## src/verilog/pcf_regs.svh

```systemverilog
// register indices, field positions, reset values and timing of the compensation filter
// assumes inclusion by bare name from the filter module and the testbench top
`ifndef PCF_REGS_SVH
`define PCF_REGS_SVH

// ------------------------------------------------------------
// register indices (byte address is four times the index)
// ------------------------------------------------------------
`define PCF_IDX_ZERO 8'h20
`define PCF_IDX_POLE 8'h21
`define PCF_IDX_GAIN 8'h22
`define PCF_IDX_STAT 8'h23
`define PCF_ADDR_LSB 2
`define PCF_ADDR_MSB 9

// ------------------------------------------------------------
// fields and reset values
// ------------------------------------------------------------
`define PCF_COEF_RESET 8'h00
`define PCF_STAT_SAT_BIT 8
`define PCF_ZP_SHIFT 8
`define PCF_GAIN_SHIFT 2
`define PCF_CMD_MAX 8'sh7f
`define PCF_CMD_MIN 8'sh80

// ------------------------------------------------------------
// timing
// ------------------------------------------------------------
`define PCF_SAMPLE_NS 520000
`define PCF_CLK_NS 20

`endif

```

## src/verilog/pcf_pkg.sv

```systemverilog
// types shared by the compensation filter
// assumes the register header is on the include path
`default_nettype none

package pcf_pkg;
    // coefficient set as programmed by software
    typedef struct packed {
        logic [7:0] gain;
        logic [7:0] pole;
        logic [7:0] zero;
    } pcf_coef_t;

    // apb request fields travelling together
    typedef struct packed {
        logic [31:0] paddr;
        logic [31:0] pwdata;
        logic [3:0] pstrb;
        logic pwrite;
    } pcf_apb_req_t;
endpackage

`default_nettype wire

```

## src/verilog/pcf_filter.sv

```systemverilog
// lead compensation filter with apb coefficient registers
// assumes pos_err is synchronous to pclk and stable around each sample tick
//
// Decided for this implementation: the APB interface to the registers.
`default_nettype none
`include "pcf_regs.svh"

module pcf_filter #(
    parameter int ERR_W = 16,
    parameter int SAMPLE_CYCLES = `PCF_SAMPLE_NS / `PCF_CLK_NS
) (
    // clock and reset
    input wire logic pclk,
    input wire logic presetn,
    // apb slave
    input wire logic psel,
    input wire logic penable,
    input wire pcf_pkg::pcf_apb_req_t apb_req,
    output logic [31:0] prdata,
    output logic pready,
    output logic pslverr,
    // loop
    input wire logic signed [ERR_W-1:0] pos_err,
    output logic signed [7:0] motor_cmd,
    output logic cmd_strobe
);
    import pcf_pkg::*;

    localparam int DW = ERR_W + 10;
    localparam int AW = ERR_W + 20;
    localparam int CW = $clog2(SAMPLE_CYCLES);

    // refuse widths and periods the datapath and counters cannot hold
    if (ERR_W < 2 || ERR_W > 24 || SAMPLE_CYCLES < 2) begin : bad_params
        $error("pcf_filter: unsupported parameter values");
    end

    // ------------------------------------------------------------
    // helpers
    // ------------------------------------------------------------
    function automatic logic [7:0] reg_index(input logic [31:0] addr);
        reg_index = addr[`PCF_ADDR_MSB:`PCF_ADDR_LSB];
    endfunction

    function automatic logic signed [7:0] clamp8(input logic signed [AW-1:0] v);
        if (v > AW'(`PCF_CMD_MAX)) begin
            clamp8 = `PCF_CMD_MAX;
        end else if (v < AW'(`PCF_CMD_MIN)) begin
            clamp8 = `PCF_CMD_MIN;
        end else begin
            clamp8 = v[7:0];
        end
    endfunction

    function automatic logic is_mapped(input logic [7:0] idx);
        is_mapped = (idx == `PCF_IDX_ZERO) || (idx == `PCF_IDX_POLE) ||
                    (idx == `PCF_IDX_GAIN) || (idx == `PCF_IDX_STAT);
    endfunction

    pcf_coef_t coef;
    logic signed [ERR_W-1:0] x_prev;
    logic sat_flag;
    logic [CW-1:0] period_cnt;
    logic sample_tick;
    logic signed [DW-1:0] zero_out;
    logic signed [AW-1:0] acc;
    logic signed [AW-1:0] scaled;
    logic [7:0] idx;
    logic wr_fire;

    assign idx = reg_index(apb_req.paddr);
    assign wr_fire = psel && penable && pready && apb_req.pwrite && apb_req.pstrb[0];

    // ------------------------------------------------------------
    // apb slave: one wait-free access phase
    // ------------------------------------------------------------
    always_ff @(posedge pclk or negedge presetn) begin
        if (!presetn) begin
            pready <= 1'b0;
            pslverr <= 1'b0;
            prdata <= 32'h0000_0000;
        end else begin
            pready <= psel && !penable;
            pslverr <= psel && !penable && !is_mapped(idx);
            if (psel && !penable && !apb_req.pwrite) begin
                case (idx)
                    `PCF_IDX_ZERO: prdata <= {24'h00_0000, coef.zero};
                    `PCF_IDX_POLE: prdata <= {24'h00_0000, coef.pole};
                    `PCF_IDX_GAIN: prdata <= {24'h00_0000, coef.gain};
                    `PCF_IDX_STAT: prdata <= {23'h00_0000, sat_flag, motor_cmd};
                    default: prdata <= 32'h0000_0000;
                endcase
            end
        end
    end

    // coefficient registers; narrow value sits in byte lane 0
    always_ff @(posedge pclk or negedge presetn) begin
        if (!presetn) begin
            coef <= {`PCF_COEF_RESET, `PCF_COEF_RESET, `PCF_COEF_RESET};
        end else if (wr_fire) begin
            case (idx)
                `PCF_IDX_ZERO: coef.zero <= apb_req.pwdata[7:0];
                `PCF_IDX_POLE: coef.pole <= apb_req.pwdata[7:0];
                `PCF_IDX_GAIN: coef.gain <= apb_req.pwdata[7:0];
                default: coef <= coef;
            endcase
        end
    end

    // ------------------------------------------------------------
    // sample timer
    // ------------------------------------------------------------
    always_ff @(posedge pclk or negedge presetn) begin
        if (!presetn) begin
            period_cnt <= '0;
            sample_tick <= 1'b0;
        end else begin
            sample_tick <= (period_cnt == CW'(SAMPLE_CYCLES - 1));
            if (period_cnt == CW'(SAMPLE_CYCLES - 1)) begin
                period_cnt <= '0;
            end else begin
                period_cnt <= period_cnt + 1'b1;
            end
        end
    end

    // ------------------------------------------------------------
    // difference equation, scaled by 1024 to stay in integers
    // y = (K/4)(x - (A/256) x_prev) - (B/256) y_prev
    // ------------------------------------------------------------
    always_comb begin
        // operands widened first so products keep every bit
        zero_out = (DW'(pos_err) <<< `PCF_ZP_SHIFT) -
                   (DW'($signed({1'b0, coef.zero})) * DW'(x_prev));
        acc = (AW'($signed({1'b0, coef.gain})) * AW'(zero_out)) -
              ((AW'($signed({1'b0, coef.pole})) * AW'(motor_cmd)) <<< `PCF_GAIN_SHIFT);
        scaled = acc >>> (`PCF_ZP_SHIFT + `PCF_GAIN_SHIFT);
    end

    // clamped output doubles as pole state, so the loop cannot run away on wrap
    always_ff @(posedge pclk or negedge presetn) begin
        if (!presetn) begin
            motor_cmd <= 8'sh00;
            x_prev <= '0;
            sat_flag <= 1'b0;
            cmd_strobe <= 1'b0;
        end else begin
            cmd_strobe <= sample_tick;
            if (sample_tick) begin
                motor_cmd <= clamp8(scaled);
                sat_flag <= (scaled != AW'(clamp8(scaled)));
                x_prev <= pos_err;
            end
        end
    end

    // ------------------------------------------------------------
    // assertions
    // ------------------------------------------------------------
    // starts at all ones so the first period after reset counts like the rest
    logic [CW:0] gap_cnt;
    always_ff @(posedge pclk or negedge presetn) begin
        if (!presetn) begin
            gap_cnt <= '1;
        end else if (sample_tick) begin
            gap_cnt <= '0;
        end else begin
            gap_cnt <= gap_cnt + 1'b1;
        end
    end

    tick_period_a: assert property (@(posedge pclk) disable iff (!presetn)
        (sample_tick && $past(sample_tick, 1) == 1'b0 && gap_cnt != '0) |->
        (gap_cnt == (CW + 1)'(SAMPLE_CYCLES - 1)))
        else $error("sample tick spacing wrong");

    tick_single_a: assert property (@(posedge pclk) disable iff (!presetn)
        sample_tick |=> !sample_tick)
        else $error("sample tick longer than one cycle");

    zero_write_a: assert property (@(posedge pclk) disable iff (!presetn)
        (wr_fire && idx == `PCF_IDX_ZERO) |=> (coef.zero == $past(apb_req.pwdata[7:0])))
        else $error("zero coefficient write lost");

    gain_write_a: assert property (@(posedge pclk) disable iff (!presetn)
        (wr_fire && idx == `PCF_IDX_GAIN) |=> (coef.gain == $past(apb_req.pwdata[7:0])))
        else $error("gain coefficient write lost");

    cmd_hold_a: assert property (@(posedge pclk) disable iff (!presetn)
        !sample_tick |=> $stable(motor_cmd))
        else $error("command changed between samples");

    strobe_follow_a: assert property (@(posedge pclk) disable iff (!presetn)
        sample_tick |=> cmd_strobe ##1 !cmd_strobe)
        else $error("command strobe misaligned");

    gain_scale_a: assert property (@(posedge pclk) disable iff (!presetn)
        (sample_tick && coef.zero == 8'h00 && coef.pole == 8'h00 &&
         pos_err == ERR_W'(4)) |=> (motor_cmd == clamp8(AW'(coef.gain))))
        else $error("gain not scaled by one quarter");

    pole_state_a: assert property (@(posedge pclk) disable iff (!presetn)
        (sample_tick && coef.gain == 8'h00 && coef.pole == 8'h80 &&
         motor_cmd == 8'sh40) |=> (motor_cmd == -8'sh20))
        else $error("pole term not minus B times last output");

    sat_high_a: assert property (@(posedge pclk) disable iff (!presetn)
        (sample_tick && scaled > AW'(`PCF_CMD_MAX)) |=> (motor_cmd == `PCF_CMD_MAX && sat_flag))
        else $error("positive overflow not clamped");

    sat_low_a: assert property (@(posedge pclk) disable iff (!presetn)
        (sample_tick && scaled < AW'(`PCF_CMD_MIN)) |=> (motor_cmd == `PCF_CMD_MIN && sat_flag))
        else $error("negative overflow not clamped");

    apb_ready_a: assert property (@(posedge pclk) disable iff (!presetn)
        (psel && !penable) |=> pready ##1 !pready)
        else $error("apb ready not one access cycle");

    sat_cover_c: cover property (@(posedge pclk) disable iff (!presetn)
        sample_tick ##1 sat_flag);
    write_cover_c: cover property (@(posedge pclk) disable iff (!presetn)
        wr_fire && idx == `PCF_IDX_POLE);
    err_cover_c: cover property (@(posedge pclk) disable iff (!presetn)
        pready && pslverr);
    run_cover_c: cover property (@(posedge pclk) disable iff (!presetn)
        cmd_strobe && motor_cmd != 8'sh00);
endmodule

`default_nettype wire

```

## config.mk

```make
export PLATFORM = sky130hd
export DESIGN_NAME = pcf_filter
export DESIGN_NICKNAME = d
export VERILOG_FILES = /design/src/verilog/pcf_pkg.sv /design/src/verilog/pcf_filter.sv
export VERILOG_INCLUDE_DIRS = /design/src /design/src/verilog
export SDC_FILE = /design/constraint.sdc
export NUM_CORES = 1
export LEC_CHECK = 0
export BUFFER_PORTS_ARGS = -buffer_cell sky130_fd_sc_hd__buf_2
export CAP_MARGIN = 20
export CORE_MARGIN = 2
export CORE_UTILIZATION = 40
export DETAILED_ROUTE_END_ITERATION = 10
export PLACE_DENSITY_LB_ADDON = 0.2
export SYNTH_ARGS = -nofsm -noshare
export SYNTH_HDL_FRONTEND = slang
export SYNTH_SLANG_ARGS = --single-unit
```

## constraint.sdc

```tcl
create_clock -name pclk -period 10.36 [get_ports pclk]
set_input_delay 1.036 -clock pclk [delete_from_list [all_inputs] [get_ports pclk]]
set_output_delay 1.036 -clock pclk [all_outputs]
set_load 0.01 [all_outputs]
```

======== After elaboration in Yosys (flattened, before gate mapping) ========
Index checks and enable logic that the tools add are counted.
storage, ports and cells
  register bits ........................... 100
  output and inout port bits .............. 43
  input port bits ......................... 89
  logic and storage cells ................. 47
cells by class
  add/subtract/negate cells ............... 3
  reductions and logical operators ........ 16
  eq/ne operators ......................... 6
  $lt $le $gt $ge ......................... 2
  muxes and demuxes ....................... 5
  $mul .................................... 3
operators by type and width
  cell                                                            count
  case mux 9 bit (4 select lines)                                 1
  subtractor 35 x 19 -> 36 bit                                    1
  multiplier 9 x 26 -> 35 bit                                     1
  == test 8 x 6 -> 1 bit, second input constant                   4
  greater-than comparator 26 x 8 -> 1 bit, second input constant  1
  less-than comparator 26 x 8 -> 1 bit, second input constant     1
  != test 26 x 8 -> 1 bit                                         1
  subtractor 24 x 25 -> 26 bit                                    1
  multiplier 9 x 16 -> 25 bit                                     1
  two-way mux 8 bit                                               3
  multiplier 9 x 8 -> 17 bit                                      1
  adder 15 x 1 -> 15 bit, second input constant                   1
  == test 15 bit, second input constant                           1
  two-way mux 15 bit                                              1
  logical AND 1 bit                                               7
  AND reduction 2 bit                                             3
  logical NOT 1 bit                                               3
  logical OR 1 bit                                                3

======== Logic depth before layout (Yosys ltp) ========
Gate-level depths: netlist of the first run.
  depth in word-level cells ............... 9
  mapped depth ............................ 47
  gate-level depth less buffers ........... 44

======== Worst setup path after synthesis of the first run ========
Ideal clock, no wire load.
  kind .................................... flip-flop to flip-flop
  start ................................... register coef[2] in the netlist's numbering
  end ..................................... register motor_cmd[1]
  path slack .............................. -0.003 ns
  buffers on the path ..................... 3
  clock period less this slack ............ 10.363 ns
  data required time ...................... 10.233 ns
  setup time .............................. 0.127 ns
  stages on the path, launching flop included .. 44
  data arrival time ....................... 10.236 ns
  cells stage by stage .................... dfrtp_1 -> clkbuf_1 -> and2_1 -> fa_1 -> inv_1 -> fa_1 -> fa_1 -> fa_1 -> inv_1 -> fa_1 -> inv_1 -> ha_1 -> clkbuf_1 -> nand3_1 -> nor3_1 -> nand3_1 -> a31oi_1 -> o21a_1 -> [8 not listed] -> fa_1 -> fa_1 -> inv_1 -> fa_1 -> inv_1 -> ha_1 -> clkbuf_1 -> a21o_1 -> a21oi_1 -> o21ai_0 -> a21oi_1 -> nor2_1 -> a211o_1 -> nor3b_2 -> xnor2_1 -> nand2_1 -> o21ai_0 -> a21oi_1
on the way
  cells in the longest elaborated chain, start to end .. 7
  elaborated cells on any way between the ends .. 8
  those cells by class .................... add/sub: 2; mul: 2; order compare: 2; mux: 2
RTL lines
  item                                  line               RTL
  from (decl)                           pcf_filter.sv:60   pcf_coef_t coef;
  from (signal assigned)                pcf_filter.sv:100  coef <= {`PCF_COEF_RESET, `PCF_COEF_RESET, `PCF_COEF_RESET};
  from (signal assigned)                pcf_filter.sv:106  default: coef <= coef;
  multiplier 9 x 16 -> 25 bit *         pcf_filter.sv:135  (DW'($signed({1'b0, coef.zero})) * DW'(x_prev));
  subtractor 24 x 25 -> 26 bit *        pcf_filter.sv:134  zero_out = (DW'(pos_err) <<< `PCF_ZP_SHIFT) -
  multiplier 9 x 26 -> 35 bit *         pcf_filter.sv:136  acc = (AW'($signed({1'b0, coef.gain})) * AW'(zero_out)) -
  subtractor 35 x 19 -> 36 bit *        pcf_filter.sv:136
  less-than comparator 26 x 8 -> 1 bit  pcf_filter.sv:48   end else if (v < AW'(`PCF_CMD_MIN)) begin
  two-way mux 8 bit                     pcf_filter.sv:48
  two-way mux 8 bit *                   pcf_filter.sv:46   if (v > AW'(`PCF_CMD_MAX)) begin
  to (signal assigned)                  pcf_filter.sv:151  motor_cmd <= clamp8(scaled);
  to (decl)                             pcf_filter.sv:24   output logic signed [7:0] motor_cmd,
Every way passes the cells marked *; elsewhere a longest branch is shown, timed or not.
A chain may end at the register's enable or synchronous reset.

======== Worst setup path in the final report of the first run ========
  start ................................... register coef[1] in the netlist's numbering
  end ..................................... register motor_cmd[6]
Same word-level chain as after synthesis.

==> impl_metrics.csv, run 1 <==
group,metric,value,unit
status,status,"complete, but fails checks",
status,violations,"negative setup slack",
route,num_vias,15200,
sta,skew,0.00876,ns
worst_setup_path,cp_common_cell,"fa_1",
placement,dpl.hpwl,39600,um
clocking,max-clock-path-buffers,2,
finish,area_growth,23.2,%
yosys,synth_area_leaders,"fa_1 (37%), ha_1 (12%), dfrtp_1 (9.9%)",
worst_setup_path,crit_path_start_kind,"flip-flop",
yosys,synth_common_cells,"inv_1 (483), fa_1 (356), and2_1 (231)",
clocking,root_buffer,"clkbuf_16",
power,power_density,68.5,mW/mm^2
worst_setup_path,arrival,10.84,ns
worst_setup_path,crit_family,"adder cells",
placement,place_congestion,0.828,
hold_path,hold_path_class,"flip-flop to flip-flop",
power,ir_worst_vdd,0.0000720,V
finish,regArea,0.00194,mm^2
sta,finalSetupViolCount,9,
worst_setup_path,cp_data_required_time,10.66,ns
route,finalWirelength,47900,um
yosys,yosysMostFrequentCell,"inv_1",
worst_setup_path,cp_slowest_stage_delay,0.57,ns
worst_setup_path,crit_path_top_delay_cell,"fa_2",
route,drt_iter0_markers,607,
finish,finish.net_count,3099,
sta,fmax,0.0949,GHz
route,antenna_left,0,
worst_setup_path,critPathBufInv,12,
yosys,synth_area,0.0195,mm^2
worst_setup_path,end_kind,"flip-flop",
yosys,yosysUniqueCellTypes,71,
clocking,clk_latency,0.37,ns
placement,place_ws,-0.672,ns
sta,worstMarginPinSlew,0.999,ns
global_route,first_global_vias,16500,
die,ios,132,
sta,rsz0062_at_grt,"yes",
die,die_h,225,um
yosys,synth_cells,2159,
job,cap_viol_max_count,0,
route,post-route-drc-count,0,
sta,hold_viol,0,
yosys,ys_dominant_reg_cell,"dfrtp_1",
finish,fillers,4503,
finish,drive_above_1_share,25.2,%
clocking,postCtsHoldBufs,0,
worst_setup_path,rrSetupSlack,-0.18,ns
sta,hold-worst-slack,0.475,ns
sta,period_share,102,%
die,rows,80,
yosys,synth.avg_cell_area,9.04,um^2
global_route,grt_pass1_wl,83100,um
clocking,htreeDepth,3,
finish,antennaDiodeCount,0,
clocking,clock-sinks,77,
yosys,ys_ff_latch,77,
die,start_util,40.7,%
global_route,grt_usage,20.4,%
placement,portBuffers,57,
sta,drv_slew,0,
clocking,cts_buffers,9,
global_route,overflow,0,
yosys,async_flop_share,100,%
finish,multiInputGateArea,0.0164,mm^2
global_route,grt_max_degree,78,
die,core,0.0479,mm^2
die,dieArea,0.0506,mm^2
yosys,netlist.area_leader.share,36.5,%
sta,relSlewSlack,33.4,%
sta,timing.final.ws_setup,-0.178,ns
power,leakage,12.0,nW
worst_setup_path,cp_max_fo,8,
route,wl_per_cell,15.5,um
worst_setup_path,crit_type,"flip-flop to flip-flop",
yosys,yosysWarningCount,0,
finish,fin_area,0.0241,mm^2
route,dr.pass1.iters,5,
yosys,yosysTopAreaCell,"fa_1",
route,via_per_inst,4.90,
die,die_w,225,um
clocking,cts_tree,"done",
sta,period_needed,10.54,ns
yosys,ys_seq_area_share,9.87,%
global_route,antenna_found_initial,1,
yosys,synth-edff-count,0,
clocking,clk_pin_slew,0.07,ns
placement,placed_area,0.0222,mm^2
metrics by stage:
stage	std cells	power, mW	setup TNS [ns]	utilization [%]
finish	3094	1.65	-1.02	50.2
global route	3094	1.77	-4.99	50.2
global placement	3033	1.12	-4.85	46.4
floorplan	2181	0.834	0	-
detailed placement	3033	1.13	-5.74	46.4
CTS	3075	1.55	-0.664	48.8
cell usage in the layout (no fill, tap or decap), types with 17 or more instances in the layout:
cell,n
inv_1,473
fa_1,343
buf_4,274
and2_1,225
nand2_1,218
ha_1,155
dfrtp_1,68
buf_2,56
a21oi_1,51
nor2_1,48
mux2_2,40
xnor2_1,29
xor2_1,29
a21oi_2,29
buf_6,28
o21ai_0,24
conb_1,23
ha_4,22
a21o_1,21
nand3_1,19
nand4_1,17
sequential cells by signal (all words and copies together), names as in the netlist:
register	cells
cmd_strobe	1
coef	24
motor_cmd	8
period_cnt	15
prdata	9
pready	1
pslverr	1
sample_tick	1
sat_flag	1
x_prev	16
power by group:
group	internal [mW]	switching [mW]
registers	0.301	0.000912
logic	0.484	0.535
clock network	0.168	0.158
worst min-delay path, delay by kind of cell (launching register included):
kind / cells / cell delay [ns]
flip-flops: 1 / 0.34
AND/OR/NAND/NOR: 1 / 0.04
AO/OA/AOI/OAI: 1 / 0.06
layer usage:
metal | global-route usage (%) | wire length (um)
met1 | 26.5 | 21400
met2 | 36.9 | 24600
met3 | 1.51 | 887
met4 | 4.66 | 1030
met5 | 0 | 0
final timing paths:
path	from	cells after the start	end
setup / recovery	coef[1]	45	motor_cmd[6]
hold / removal	prdata[7]	2	prdata[7]
setup reg to reg	coef[1]	45	motor_cmd[6]
hold reg to reg	prdata[7]	2	prdata[7]
max in group asynchronous	presetn	2	coef[8]
min in group asynchronous	presetn	1	x_prev[1]
area by class of cell:
| class | instances | share of cell area [%] |
|---|---|---|
| Clock inverter | 7 | 0.281 |
| Sequential cell | 77 | 8.06 |
| Clock buffer | 9 | 0.936 |
| Inverter | 483 | 7.54 |
| Tap cell | 615 | 3.20 |
| Timing Repair Buffer | 365 | 11.6 |
| Multi-Input combinational cell | 1538 | 68.4 |
repair_timing:
item,4_1_cts,5_1_grt
setup buffers,28,17
endpoints found under the hold margin,0,0
endpoints found under the setup margin,9,9
gates resized for setup,144,99
pin swaps,98,94
kinds of logic (layout without fill, tap and decap cells):
kind of cell    count (synthesis)  after routing  share of synthesized area [%]
simple gates                  634            634                           16.9
mux                            49             49                           3.28
xor+xnor                       71             71                           3.22
flops                          77             77                           9.87
other cells                     1             23                         0.0192
fa+ha+maj                     536            536                           48.1
compound gates                225            225                           7.24
buf+inv                       566            864                           11.4
(Power assumes the default switching activity.)
==> run 2: changes to the inputs <==
Settings changed: CELL_PAD_IN_SITES_DETAIL_PLACEMENT set to 0, CELL_PAD_IN_SITES_GLOBAL_PLACEMENT set to 1, CORE_MARGIN 2 to 3.
==> run 2 against run 1 <==
The run still ends with negative setup slack left. Via count increased by 0.28%. Flip-flop and latch count unchanged. Combinational power about the same. Final cell count increased by 0.68%. Critical path depth decreased by 3. Clock power decreased by 2%. Non-clock buffer count increased by 21. Setup slack improved by 0.031 ns. Count of clock-buffer cells in the layout unchanged. Critical endpoint is now motor_cmd[5].
==> impl_metrics.csv, run 2 (same netlist as run 1, synthesis figures left out) <==
group,metric,value,unit
job,cap_viol_max_count,0,
finish,drive_above_1_share,25.8,%
route,dr.pass1.iters,4,
placement,placed_area,0.0223,mm^2
global_route,grt_pass1_wl,84500,um
route,antenna_left,0,
global_route,grt_usage,20.5,%
worst_setup_path,arrival,10.76,ns
global_route,antenna_found_initial,0,
worst_setup_path,cp_slowest_stage_delay,0.56,ns
sta,worstMarginPinSlew,1.10,ns
clocking,clock-sinks,77,
worst_setup_path,critPathBufInv,10,
placement,place_ws,-0.594,ns
finish,largest_register_ffs,24,
worst_setup_path,r2r-start,"coef[1]",
worst_setup_path,crit_start,"coef[1]",
route,drt_iter0_markers,532,
sta,finalSetupViolCount,8,
sta,drv_slew,0,
clocking,htreeDepth,3,
worst_setup_path,cp_max_fo,8,
finish,finish.net_count,3120,
sta,skew,0.00825,ns
placement,dpl.hpwl,40900,um
die,ios,132,
worst_setup_path,crit_path_top_delay_cell,"fa_1",
sta,hold_viol,0,
finish,antennaDiodeCount,0,
finish,final_cell_mix,"inv_1 (468), fa_1 (343), buf_4 (297)",
worst_setup_path,rrSetupSlack,-0.15,ns
clocking,cts_tree,"done",
route,finalWirelength,49100,um
hold_path,hold_path_class,"flip-flop to flip-flop",
finish,layout.cells.non_filler,3115,
sta,timing.final.ws_setup,-0.147,ns
clocking,cts_buffers,9,
sta,hold-worst-slack,0.476,ns
finish,top_regs,"coef x24, x_prev x16, period_cnt x15",
die,start_util,40.7,%
die,core,0.0479,mm^2
die,dieArea,0.0515,mm^2
die,die_w,227,um
clocking,clk_latency,0.36,ns
finish,area_growth,23.9,%
global_route,overflow,0,
worst_setup_path,cp_common_cell,"fa_1",
sta,period_share,101,%
sta,rsz0062_at_grt,"yes",
clocking,clk_pin_slew,0.07,ns
route,via_per_inst,4.88,
finish,top_register,"coef",
clocking,postCtsHoldBufs,0,
global_route,first_global_vias,16500,
power,power_density,68.7,mW/mm^2
placement,place_congestion,0.807,
global_route,grt_max_degree,53,
sta,period_needed,10.51,ns
route,post-route-drc-count,0,
sta,fmax,0.0952,GHz
finish,fin_area,0.0242,mm^2
clocking,root_buffer,"clkbuf_16",
hold_path,min_from,"prdata[1]",
route,num_vias,15200,
status,status,"complete, but fails checks",
power,leakage,12.1,nW
worst_setup_path,cp_data_required_time,10.61,ns
worst_setup_path,crit_path_start_kind,"flip-flop",
sta,relSlewSlack,26.4,%
power,ir_worst_vdd,0.0000789,V
worst_setup_path,end_kind,"flip-flop",
die,rows,80,
status,violations,"negative setup slack",
placement,place_inst,3046,
worst_setup_path,crit_family,"adder cells",
route,wl_per_cell,15.8,um
worst_setup_path,crit_type,"flip-flop to flip-flop",
die,die_h,227,um
finish,final_common_cell,"inv_1",
placement,portBuffers,57,
clocking,max-clock-path-buffers,2,
## run 2: cell types whose count changed in the layout (fill, tap and decap cells not counted), moves of 3 or more
cell / previous run / this run
nand2_2: 6 / 12
buf_4: 274 / 297
nand2_1: 218 / 214
inv_1: 473 / 468
o21ai_1: 9 / 13
inv_2: 10 / 15
nor2_4: 1 / 4
a21oi_1: 51 / 54
## run 2: cell type report
cell class | instances | area [um^2]
fillers | 4572 | 23800
multi-input cells | 1538 | 16400
repair buffers | 386 | 2920
flip-flops and latches | 77 | 1940
inverters | 483 | 1810
well taps | 615 | 769
clock buffers | 9 | 225
clock inverters | 7 | 67.6
## run 2: what timing repair did
action / in CTS / in global routing
setup endpoints to repair: 9 / 9
pin swaps: 136 / 53
buffers inserted: 43 / 8
gates resized for setup: 203 / 40
## run 2: final timing paths
check	to	depth (start not counted)
min reg2reg	prdata[1]	2
min in group asynchronous	coef[1]	1
min	prdata[1]	2
max	motor_cmd[5]	42
max reg2reg	motor_cmd[5]	42
max in group asynchronous	coef[4]	2
## run 2: per-layer routing
| metal | part of all wire (%) | up-vias | global-route usage (%) |
|---|---|---|---|
| met2 | 51 | 195 | 37.1 |
| met1 | 44 | 7725 | 27.1 |
| met4 | 2.0 | 0 | 4.52 |
| li1 | - | 7254 | - |
| met5 | 0 | - | 0 |
| met3 | 2.3 | 40 | 1.18 |
## run 2: through the flow
step | total power [mW] | TNS [ns] | utilization (%)
after global routing | 1.79 | -5.06 | 50.4
after floorplan | 0.834 | 0 | -
after global placement | 1.13 | -5.05 | 46.6
after CTS | 1.63 | -0.184 | 49.9
final | 1.66 | -0.881 | 50.4
after detailed placement | 1.14 | -5.08 | 46.6
## run 2: where the power goes
part / switching [mW] / leakage (nW) / internal, mW
logic: 0.540 / 11.0 / 0.497
clock network: 0.153 / 0.140 / 0.168
registers: 0.000870 / 0.999 / 0.301
total: 0.694 / 12.1 / 0.967
## run 2: worst register-to-register path, delay by kind of cell, from the launching register on
kind,cells,cell delay (ns)
xor gates and xnor gates,1,0.14
buffers and inverters,10,0.98
AOI/OAI and AO/OA,9,1.54
DFF,1,0.49
adders and majority gates,12,5.46
and+or+nand+nor,10,1.76
==> run 3: changes to the inputs <==
Settings changed: PLACE_DENSITY_LB_ADDON 0.2 to 0.1, RECOVER_POWER set to 25.
==> run 3 against run 2 <==
The flow finishes with violations (max-capacitance violations, max-slew violations, negative setup slack). Cell area up 0.73%. Critical path type unchanged. Largest cell class unchanged. Via count down 0.11%. Global-route usage up 0.17 points. Sequential power about the same. Clock skew up 0.0017 ns. Hold slack about the same. Total power down 0.84%. Critical endpoint unchanged. Register-to-register slack better by 0.02 ns. Critical path depth up 3. Setup slack better by 0.020 ns. Routed wire length up 1.5%.
==> impl_metrics.csv, run 3 (same netlist as run 1, synthesis figures left out) <==
group,metric,value,unit
sta,hold_viol,0,
power,finalPower,1.65,mW
sta,period_needed,10.49,ns
die,die_w,227,um
worst_setup_path,cp_slowest_stage_delay,0.57,ns
placement,portBuffers,57,
finish,largest_register_ffs,24,
worst_setup_path,cp_max_fo,8,
power,leakage,12.2,nW
finish,fillers,4595,
finish,multiInputGateArea,0.0165,mm^2
route,wl_per_cell,16.0,um
worst_setup_path,arrival,10.76,ns
status,status,"complete, but fails checks",
worst_setup_path,crit_path_top_delay_cell,"fa_1",
clocking,clk_pin_slew,0.07,ns
finish,layout.cells.non_filler,3127,
die,core,0.0479,mm^2
placement,place_inst,3052,
clocking,clk_latency,0.36,ns
finish,area_growth,24.8,%
finish,finish.net_count,3132,
finish,top_regs,"coef x24, x_prev x16, period_cnt x15",
sta,drv_slew,62,
die,die_h,227,um
route,via_per_inst,4.86,
worst_setup_path,crit_type,"flip-flop to flip-flop",
global_route,grt_pass1_wl,85400,um
power,power_density,67.6,mW/mm^2
die,start_util,40.7,%
sta,rsz0062_at_grt,"yes",
worst_setup_path,rrSetupSlack,-0.13,ns
sta,hold-worst-slack,0.476,ns
worst_setup_path,crit_path_start_kind,"flip-flop",
sta,skew,0.00999,ns
worst_setup_path,cp_common_cell,"fa_1",
global_route,grt_max_degree,62,
sta,timing.final.ws_setup,-0.127,ns
clocking,root_buffer,"clkbuf_16",
finish,regArea,0.00193,mm^2
global_route,antenna_found_initial,0,
route,num_vias,15200,
route,antenna_left,0,
clocking,max-clock-path-buffers,2,
global_route,overflow,0,
hold_path,hold_path_class,"flip-flop to flip-flop",
global_route,grt_usage,20.7,%
route,dr.pass1.iters,7,
route,drt_iter0_markers,525,
placement,dpl.hpwl,42000,um
die,dieArea,0.0515,mm^2
job,cap_viol_max_count,1,
finish,top_register,"coef",
finish,drive_above_1_share,27.0,%
finish,final_cell_mix,"inv_1 (461), fa_1 (340), buf_4 (304)",
status,violations,"max-capacitance violations, max-slew violations, negative setup slack",
die,ios,132,
finish,antennaDiodeCount,0,
worst_setup_path,end_kind,"flip-flop",
clocking,clock-sinks,77,
sta,worstMarginPinSlew,3.44,ns
global_route,first_global_vias,16600,
sta,period_share,101,%
sta,relSlewSlack,-129,%
sta,finalSetupViolCount,8,
placement,place_congestion,0.823,
clocking,cts_tree,"done",
route,post-route-drc-count,0,
clocking,cts_buffers,9,
clocking,htreeDepth,3,
route,finalWirelength,49900,um
worst_setup_path,cp_data_required_time,10.64,ns
die,rows,80,
finish,final_common_cell,"inv_1",
power,ir_worst_vdd,0.0000651,V
sta,fmax,0.0954,GHz
==> run 3: power breakdown <==
| part | internal [mW] | leakage, nW | total [mW] | switching, mW |
|---|---|---|---|---|
| combinational | 0.486 | 11.0 | 1.02 | 0.535 |
| clock | 0.168 | 0.140 | 0.323 | 0.155 |
| sequential | 0.301 | 1.00 | 0.302 | 0.000885 |
| total | 0.956 | 12.2 | 1.65 | 0.691 |
==> run 3: worst paths after layout <==
| check | startpoint | to | cells after the start |
|---|---|---|---|
| max reg2reg | coef[2] | motor_cmd[5] | 45 |
| max | coef[2] | motor_cmd[5] | 45 |
| min reg2reg | prdata[0] | prdata[0] | 2 |
| min | prdata[0] | prdata[0] | 2 |
| max in group asynchronous | presetn | coef[2] | 2 |
| min in group asynchronous | presetn | x_prev[3] | 1 |
==> run 3: worst max-delay path, delay by kind of cell, from the launching register on <==
family	cells	cell delay [ns]
buffers and inverters	10	0.91
DFF	1	0.45
xor gates and xnor gates	1	0.14
AOI/OAI and AO/OA	14	2.26
and+or+nand+nor	8	1.08
adders and majority gates	12	5.56
==> run 3: cell type report <==
type | instances | area share (%)
Clock buffer | 9 | 0.925
Inverter | 483 | 7.44
Timing Repair Buffer | 398 | 12.4
Sequential cell | 77 | 7.94
Clock inverter | 7 | 0.267
Tap cell | 615 | 3.16
Multi-Input combinational cell | 1538 | 67.8
==> run 3: layer usage <==
| layer | track usage (%) | vias up | share of wire, % |
|---|---|---|---|
| li1 | - | 7290 | - |
| met4 | 3.87 | 0 | 1.6 |
| met3 | 1.23 | 41 | 2.0 |
| met5 | 0 | - | 0 |
| met2 | 36.6 | 182 | 50 |
| met1 | 28.3 | 7685 | 46 |
==> run 3: metrics by stage <==
stage	worst slack (ns)	utilization, %	setup TNS (ns)	instance area [um^2]
after floorplan	0.0999	-	0	19600
after global placement	-0.753	46.7	-6.46	22400
after detailed placement	-0.849	46.7	-7.21	22400
after CTS	-0.174	49.6	-0.907	23800
after global routing	-0.583	50.8	-4.51	24400
final	-0.127	50.8	-0.573	24400
==> run 3: what timing repair did <==
item,in CTS,in global routing
pin swaps,116,95
buffers inserted,42,19
hold buffers,0,0
resized for setup,151,110
endpoints found under the setup margin,9,9
